**config.mk**
```make
export PLATFORM = sky130hd
export DESIGN_NAME = rsc_reset_source_controller
export DESIGN_NICKNAME = d
export VERILOG_FILES = /design/src/rsc_pkg.sv /design/src/rsc_reset_source_controller.sv
export VERILOG_INCLUDE_DIRS = /design/src /design/src/src
export SDC_FILE = /design/constraint.sdc
export NUM_CORES = 1
export LEC_CHECK = 0
export ABC_AREA = 1
export BUFFER_PORTS_ARGS = -buffer_cell sky130_fd_sc_hd__buf_4
export CORE_MARGIN = 1.5
export CORE_UTILIZATION = 45
export CTS_CLUSTER_SIZE = 40
export DETAILED_ROUTE_END_ITERATION = 12
export GPL_TIMING_DRIVEN = 0
export MAX_ROUTING_LAYER = met4
export PLACE_DENSITY = 0.85
export RECOVER_POWER = 25
export SETUP_SLACK_MARGIN = 0.4
export SLEW_MARGIN = 20
export SYNTH_ARGS = -nofsm -noshare
export SYNTH_HDL_FRONTEND = slang
export SYNTH_SLANG_ARGS = --single-unit
export TNS_END_PERCENT = 1
```
**constraint.sdc**
```tcl
create_clock -name clk_i -period 2.17 [get_ports clk_i]
set_input_delay 0 -clock clk_i [delete_from_list [all_inputs] [get_ports clk_i]]
set_output_delay 0 -clock clk_i [all_outputs]
set_load 0.005 [all_outputs]
```
**src/rsc_defs.svh**
```systemverilog
/*
 * Constants of the reset source controller: register offset, field
 * positions, timing figures and derived cycle counts.
 * Assumes a 250 MHz system clock and an 8-bit register port.
 */
`ifndef RSC_DEFS_SVH
`define RSC_DEFS_SVH

// Register map
`define RSC_REG_OFS 8'hEF
`define RSC_ADDR_W 8
`define RSC_DATA_W 8

// Field positions of reset_cause_and_enable
`define RSC_BIT_PIN 3'h0
`define RSC_BIT_POR 3'h1
`define RSC_BIT_MCD 3'h2
`define RSC_BIT_WDT 3'h3
`define RSC_BIT_SW 3'h4
`define RSC_BIT_CMP 3'h5
`define RSC_BIT_FERR 3'h6
`define RSC_NUM_FLAGS 7

// Timing
`define RSC_CLK_PERIOD_NS 4
`define RSC_MCD_TIMEOUT_NS 500
`define RSC_MCD_TIMEOUT_CYC ((`RSC_MCD_TIMEOUT_NS) / (`RSC_CLK_PERIOD_NS))
`define RSC_MCD_CNT_W 8
`define RSC_WDT_DIV 12
`define RSC_WDT_DIV_W 4
`define RSC_WDT_CNT_W 16
`define RSC_HOLD_CYC 8
`define RSC_HOLD_CNT_W 4

// Flash layout
`define RSC_FLASH_ADDR_W 16
`define RSC_FLASH_RESERVED_BASE 16'hFC00

`endif

```
**src/rsc_pkg.sv**
```systemverilog
/*
 * Types of the reset source controller: sequencer states, reset causes
 * and the bundle of flash access events.
 * Assumes rsc_defs.svh is on the include path.
 */
`include "rsc_defs.svh"

package rsc_pkg;

    typedef enum logic [1:0] {
        RSC_ST_RUN = 2'b01,
        RSC_ST_HOLD = 2'b10
    } rsc_state_t;

    // Code of each cause equals its flag position in the register
    typedef enum logic [2:0] {
        RSC_CAUSE_PIN = 3'h0,
        RSC_CAUSE_POR = 3'h1,
        RSC_CAUSE_MCD = 3'h2,
        RSC_CAUSE_WDT = 3'h3,
        RSC_CAUSE_SW = 3'h4,
        RSC_CAUSE_CMP = 3'h5,
        RSC_CAUSE_FERR = 3'h6
    } rsc_cause_t;

    typedef struct packed {
        logic xdata_write;
        logic [`RSC_FLASH_ADDR_W-1:0] xdata_addr;
        logic code_read;
        logic [`RSC_FLASH_ADDR_W-1:0] code_addr;
        logic branch_fetch;
        logic [`RSC_FLASH_ADDR_W-1:0] fetch_addr;
        logic security_block;
        logic flash_access;
    } rsc_flash_req_t;

endpackage

```
**src/rsc_reset_source_controller.sv**
```systemverilog
/*
 * Reset source controller: merges pin, missing clock, comparator,
 * watchdog, flash error, software and supply monitor causes into one
 * registered system reset, and keeps the cause and enable register.
 * Assumes all inputs synchronous to clk_i; rst_n_i is the power-on
 * reset of this block alone and survives no other reset.
 */
// The plain strobed port was decided locally.
`include "rsc_defs.svh"

module rsc_reset_source_controller (
    input wire logic clk_i, // 250 MHz system clock
    input wire logic rst_n_i, // Power-on reset, sync, active low
    input wire logic rst_pin_n_i, // External reset pin level
    input wire logic system_clock_i, // Sampled clock watched by detector
    input wire logic cmp_noninv_below_i, // Comparator 0 output, low sense
    input wire logic vdd_mon_enable_i, // Supply monitor switched on
    input wire logic vdd_high_level_i, // Supply monitor at high threshold
    input wire logic vdd_low_i, // Supply at or below threshold
    input wire logic wdt_kick_i, // Watchdog update pulse
    input wire logic wdt_disable_i, // Watchdog disable pulse
    input wire logic program_store_write_enable_i, // Store write enable
    input wire rsc_pkg::rsc_flash_req_t flash_req_i, // Flash events
    input wire logic [`RSC_ADDR_W-1:0] addr_i, // Register address
    input wire logic [`RSC_DATA_W-1:0] wdata_i, // Write data
    input wire logic wr_i, // Write strobe
    input wire logic rd_i, // Read strobe
    output logic [`RSC_DATA_W-1:0] rdata_o, // Read data, next cycle
    output logic sys_rst_n_o, // System reset, active low
    output logic wdt_enabled_o // Watchdog enable state
);

    rsc_pkg::rsc_state_t state;
    rsc_pkg::rsc_state_t next_state;
    rsc_pkg::rsc_cause_t cause;
    rsc_pkg::rsc_cause_t next_cause;
    logic [`RSC_NUM_FLAGS-1:0] flags;
    logic [`RSC_HOLD_CNT_W-1:0] hold_cnt;
    logic mcd_en;
    logic cmp_en;
    logic vdm_en;
    logic clk_seen;
    logic [`RSC_MCD_CNT_W-1:0] mcd_cnt;
    logic [`RSC_WDT_DIV_W-1:0] wdt_div;
    logic [`RSC_WDT_CNT_W-1:0] wdt_cnt;
    logic wdt_tick;
    logic in_run;
    logic reg_wr;
    logic pin_cause;
    logic por_cause;
    logic mcd_cause;
    logic cmp_cause;
    logic wdt_cause;
    logic sw_cause;
    logic ferr_cause;
    logic any_cause;

    localparam logic [`RSC_MCD_CNT_W-1:0] MCD_LIMIT =
        `RSC_MCD_CNT_W'(`RSC_MCD_TIMEOUT_CYC);
    localparam logic [`RSC_WDT_DIV_W-1:0] WDT_DIV_LAST =
        `RSC_WDT_DIV_W'(`RSC_WDT_DIV - 1);
    localparam logic [`RSC_HOLD_CNT_W-1:0] HOLD_LAST =
        `RSC_HOLD_CNT_W'(`RSC_HOLD_CYC - 1);

    assign in_run = (state == rsc_pkg::RSC_ST_RUN);
    assign reg_wr = wr_i && (addr_i == `RSC_REG_OFS);

    // Cause detection
    assign pin_cause = !rst_pin_n_i;
    assign por_cause = vdm_en && vdd_low_i;
    assign mcd_cause = mcd_en && (mcd_cnt >= MCD_LIMIT);
    assign cmp_cause = cmp_en && cmp_noninv_below_i;
    assign wdt_cause = wdt_enabled_o && wdt_tick && (&wdt_cnt);
    assign sw_cause = reg_wr && wdata_i[`RSC_BIT_SW];
    assign ferr_cause =
        (program_store_write_enable_i && flash_req_i.xdata_write &&
         flash_req_i.xdata_addr >= `RSC_FLASH_RESERVED_BASE) ||
        (flash_req_i.code_read &&
         flash_req_i.code_addr >= `RSC_FLASH_RESERVED_BASE) ||
        (flash_req_i.branch_fetch &&
         flash_req_i.fetch_addr >= `RSC_FLASH_RESERVED_BASE) ||
        flash_req_i.security_block ||
        (flash_req_i.flash_access &&
         !(vdd_mon_enable_i && vdd_high_level_i && vdm_en));
    assign any_cause = pin_cause || por_cause || mcd_cause || cmp_cause ||
        wdt_cause || sw_cause || ferr_cause;

    // Priority of causes that coincide
    always_comb begin
        if (por_cause) begin
            next_cause = rsc_pkg::RSC_CAUSE_POR;
        end else if (pin_cause) begin
            next_cause = rsc_pkg::RSC_CAUSE_PIN;
        end else if (mcd_cause) begin
            next_cause = rsc_pkg::RSC_CAUSE_MCD;
        end else if (cmp_cause) begin
            next_cause = rsc_pkg::RSC_CAUSE_CMP;
        end else if (wdt_cause) begin
            next_cause = rsc_pkg::RSC_CAUSE_WDT;
        end else if (ferr_cause) begin
            next_cause = rsc_pkg::RSC_CAUSE_FERR;
        end else begin
            next_cause = rsc_pkg::RSC_CAUSE_SW;
        end
    end

    // Sequencer: hold reset for a minimum time and while a level persists
    always_comb begin
        case (state)
            rsc_pkg::RSC_ST_RUN: begin
                next_state = any_cause ? rsc_pkg::RSC_ST_HOLD
                                       : rsc_pkg::RSC_ST_RUN;
            end
            rsc_pkg::RSC_ST_HOLD: begin
                if (pin_cause || por_cause || hold_cnt != HOLD_LAST) begin
                    next_state = rsc_pkg::RSC_ST_HOLD;
                end else begin
                    next_state = rsc_pkg::RSC_ST_RUN;
                end
            end
            default: begin
                next_state = rsc_pkg::RSC_ST_HOLD;
            end
        endcase
    end

    always_ff @(posedge clk_i) begin
        if (!rst_n_i) begin
            state <= rsc_pkg::RSC_ST_HOLD;
            sys_rst_n_o <= 1'b0;
        end else begin
            state <= next_state;
            sys_rst_n_o <= (next_state == rsc_pkg::RSC_ST_RUN);
        end
    end

    always_ff @(posedge clk_i) begin
        if (!rst_n_i) begin
            hold_cnt <= '0;
        end else if (in_run || hold_cnt == HOLD_LAST) begin
            hold_cnt <= in_run ? '0 : hold_cnt;
        end else begin
            hold_cnt <= hold_cnt + 1'b1;
        end
    end

    // Cause capture; a supply drop during the hold takes over
    always_ff @(posedge clk_i) begin
        if (!rst_n_i) begin
            cause <= rsc_pkg::RSC_CAUSE_POR;
        end else if ((in_run && any_cause) || (!in_run && por_cause)) begin
            cause <= next_cause;
        end
    end

    // Flags written once, on leaving reset; only the cause bit is set
    generate
        for (genvar i = 0; i < `RSC_NUM_FLAGS; i++) begin : g_flag
            always_ff @(posedge clk_i) begin
                if (!rst_n_i) begin
                    flags[i] <= 1'b0;
                end else if (!in_run && next_state == rsc_pkg::RSC_ST_RUN)
                begin
                    flags[i] <= (cause == 3'(i));
                end
            end
        end
    endgenerate

    // Source enables, written whole from the byte
    always_ff @(posedge clk_i) begin
        if (!rst_n_i) begin
            mcd_en <= 1'b0;
            cmp_en <= 1'b0;
            vdm_en <= 1'b1;
        end else if (!in_run) begin
            mcd_en <= 1'b0;
            cmp_en <= 1'b0;
        end else if (reg_wr) begin
            mcd_en <= wdata_i[`RSC_BIT_MCD];
            cmp_en <= wdata_i[`RSC_BIT_CMP];
            vdm_en <= wdata_i[`RSC_BIT_POR];
        end
    end

    // Missing clock one-shot, retriggered by every level change
    always_ff @(posedge clk_i) begin
        if (!rst_n_i) begin
            clk_seen <= 1'b0;
            mcd_cnt <= '0;
        end else begin
            clk_seen <= system_clock_i;
            if (!in_run || !mcd_en || system_clock_i != clk_seen) begin
                mcd_cnt <= '0;
            end else if (mcd_cnt != MCD_LIMIT) begin
                mcd_cnt <= mcd_cnt + 1'b1;
            end
        end
    end

    // Watchdog prescaler: one tick every twelve clocks
    assign wdt_tick = (wdt_div == WDT_DIV_LAST);

    always_ff @(posedge clk_i) begin
        if (!rst_n_i || !in_run || wdt_tick) begin
            wdt_div <= '0;
        end else begin
            wdt_div <= wdt_div + 1'b1;
        end
    end

    always_ff @(posedge clk_i) begin
        if (!rst_n_i || !in_run) begin
            wdt_enabled_o <= 1'b1;
            wdt_cnt <= '0;
        end else begin
            if (wdt_disable_i) begin
                wdt_enabled_o <= 1'b0;
            end
            if (wdt_kick_i) begin
                wdt_cnt <= '0;
            end else if (wdt_enabled_o && wdt_tick) begin
                wdt_cnt <= wdt_cnt + 1'b1;
            end
        end
    end

    // Read port; data stands only in the cycle after the strobe
    always_ff @(posedge clk_i) begin
        if (!rst_n_i) begin
            rdata_o <= '0;
        end else if (rd_i && addr_i == `RSC_REG_OFS) begin
            rdata_o <= {1'b0, flags};
        end else begin
            rdata_o <= '0;
        end
    end
endmodule // rsc_reset_source_controller

```
==> summary.txt <==
top post-synthesis cells by area - dfxtp_1 (42%), nand2_1 (8.2%), inv_1 (6.6%)
Placed Cells - 475
Layout Skew - 8.92 ps
Pwr Density - 629 nW/um2
layout cells sized above 1 - 23.8%
setup bufs post-CTS - 0
core area - 5640 um2
Simple-Gate Fraction of Synth Area - 29.8%
share of synthesized registers carrying an async set or reset - 0%
initial antenna violation count - 0
Initial Util - 47.6%
clk_lat worst skew - 340 ps
Max-Cap Viols - 0
largest net degree at the start of global routing - 11
number of synthesized flops with an enable pin - 0
final WL - 5710 um
Power Total - 2.20 mW
Setup violations, final - 0
Required @ worst endpoint - 2400 ps
top cell type's share of synthesized area - 42.5%
shortest period the worst path allows - 1730 ps
Crit Path Max Fanout - 6
Die Area - 6440 um2
CP Launch Type - flop
Final Hold Viols - 0
DRC violations left - 0
critical path's most frequent cell - inv_1
Final Max Tran Viols - 0
WL/cell - 11.4 um
Leak Pwr - 1.50 nW
#FFs+latches synth - 57
vias in the first global route - 2369
post-synthesis sequential area ratio - 42.5%
run status - finished clean
fin crit share - 79.6%
Max Fclk - 0.579 GHz
IO Count - 92
count of warnings emitted by yosys - 0
Die X - 80.2 um
die height - 80.2 um
Most used DFF post-synth - dfxtp_1
syn_area_per_cell - 7.72 um2
Peak VDD IR - 0.000478 V
Vias - 2482
unrepaired setup endpoints after global routing - yes
min setup slack post-route - 443 ps
GPL Wtd Cong - 0.832
Layout area overhead - 30.6%
clock-pin slew on the worst setup and hold paths - 70 ps
GR Util All Layers - 19.7%
DPL Wire Length - 4210 um
first-pass GRT wire length - 9480 um
Final TNS setup - 0 ps
pre-CTS setup slack - 457 ps
Final nets - 513
DR iter-0 viols - 75
clock sink total - 57
Syn Nets - 438
Post-Layout Cell Count - 500
mux cell area share after synthesis - 0%
Syn Inst Count - 348
top-count cell post-synth - nand2_1
WP data arrival - 1960 ps
Post-Synth Adder-Cell Area - 3.73%
post-synthesis compound-gate area fraction - 12.9%
multi-input logic area - 1350 um2
synth unique cells - 39
Setup CP Type - flop to flop
row cnt - 27
CTS Buf Count - 9
clk root buf - clkbuf_8
worst path cell trace - inv_1, ha_2, inv_1, o21ai_0, nand3_1, dlygate4sd3_1
XOR/XNOR Fraction of Synth Area - 2.94%
Final Util - 62.2%
Max clock buf depth - 2
vias per std cell - 4.96
total gr overflow - 0
Slowest-stage cell, CP - dlygate4sd3_1
H-tree depth - 3
post-route ant nets - 0
Worst Setup End Kind - flop
register area - 1140 um2
Port Buffer Count - 55
diodes inserted - 0
HP Class - input pin to flop
first-pass iteration count of the detailed router - 4
Commonest cells post-synth - nand2_1 (59), dfxtp_1 (57), inv_1 (47)
largest family of logic cells by synthesized area - simple AND/OR/NAND/NOR gates
Synth area leader - dfxtp_1
CTS tree - yes
fillers - 499
Mapped Area - 2690 um2
Worst path max stage delay - 570 ps
## stage by stage
stage / cell area [um2] / hold WS [ps]
floorplan: 2690 / 97.6
finish: 3510 / 84.8
global placement: 3190 / 196
CTS: 3480 / 48.7
global route: 3510 / 92.7
detailed placement: 3190 / 212
## metal layers
layer	vias up	track usage [%]	wire (um)
met4	0	6.90	78
met2	59	36.8	3060
met3	7	6.82	286
met5	-	-	0
li1	1286	-	-
met1	1130	18.5	2280
## report_power, final
group / total [mW] / switching (mW) / internal (mW)
logic: 0.135 / 0.0522 / 0.0833
registers: 1.07 / 0.0100 / 1.06
clock network: 1.00 / 0.415 / 0.587
total: 2.20 / 0.477 / 1.73
## path summary, 6_finish.rpt
check	from	to	slack, ps	depth (start not counted)
max	state[1]	vdm_en	440	6
min	rd_i	rdata_o[5]	80	3
max reg2reg	state[1]	vdm_en	440	6
min reg2reg	flags[1]	rdata_o[1]	440	2
## layout by cell type, fill, tap and decap left out, drive strengths merged, types with 4 or more instances in the layout
master and count:
buf 48, xnor2 4, nor2 45, a31oi 7, nand3 27, inv 51
nand4 6, o21ai 16, a21oi 26, ha 8, clkinv 5, nor3 15
clkbuf 21, xor2 5, dfxtp 57, nand2 62, dlygate4sd3 9, a211oi 7
## worst max-delay path: cells and delay by family (launching register included)
kind | cells | cell delay (ps)
adders and majority gates | 1 | 250
buffers and inverters | 3 | 750
and+or+nand+nor | 1 | 90
DFF | 1 | 320
AOI/OAI and AO/OA | 1 | 200
## what timing repair did
action	CTS	global route
gates resized for setup	0	9
hold buffers	9	0
endpoints found under the hold margin	17	0
endpoints found under the setup margin	0	17
## sequential cells by signal, summed over array words and instances (netlist names)
signal,flops
mcd_en,1
vdm_en,1
cause,3
wdt_cnt,16
wdt_div,4
clk_seen,1
rdata_o,7
hold_cnt,4
wdt_enabled_o,1
cmp_en,1
flags,7
sys_rst_n_o,1
state,2
mcd_cnt,8
## kinds of logic after synthesis
| logic type | Yosys count |
|---|---|
| AND/OR/NAND/NOR | 158 |
| AO/OA/AOI/OAI | 60 |
| flip-flops | 57 |
| buffers and inverters | 55 |
| XOR/XNOR | 9 |
| adder cells (fa/ha/maj) | 8 |
| other | 1 |
## cell type report
cell class	count	share of cell area, %
Multi-Input combinational cell	236	38.6
Sequential cell	57	32.6
Timing Repair Buffer	64	14.2
Inverter	52	5.64
Clock buffer	11	4.32
Tap cell	72	2.57
Clock inverter	5	1.53
Buffer	3	0.535
No activity file was read; power rests on OpenSTA's default activity.
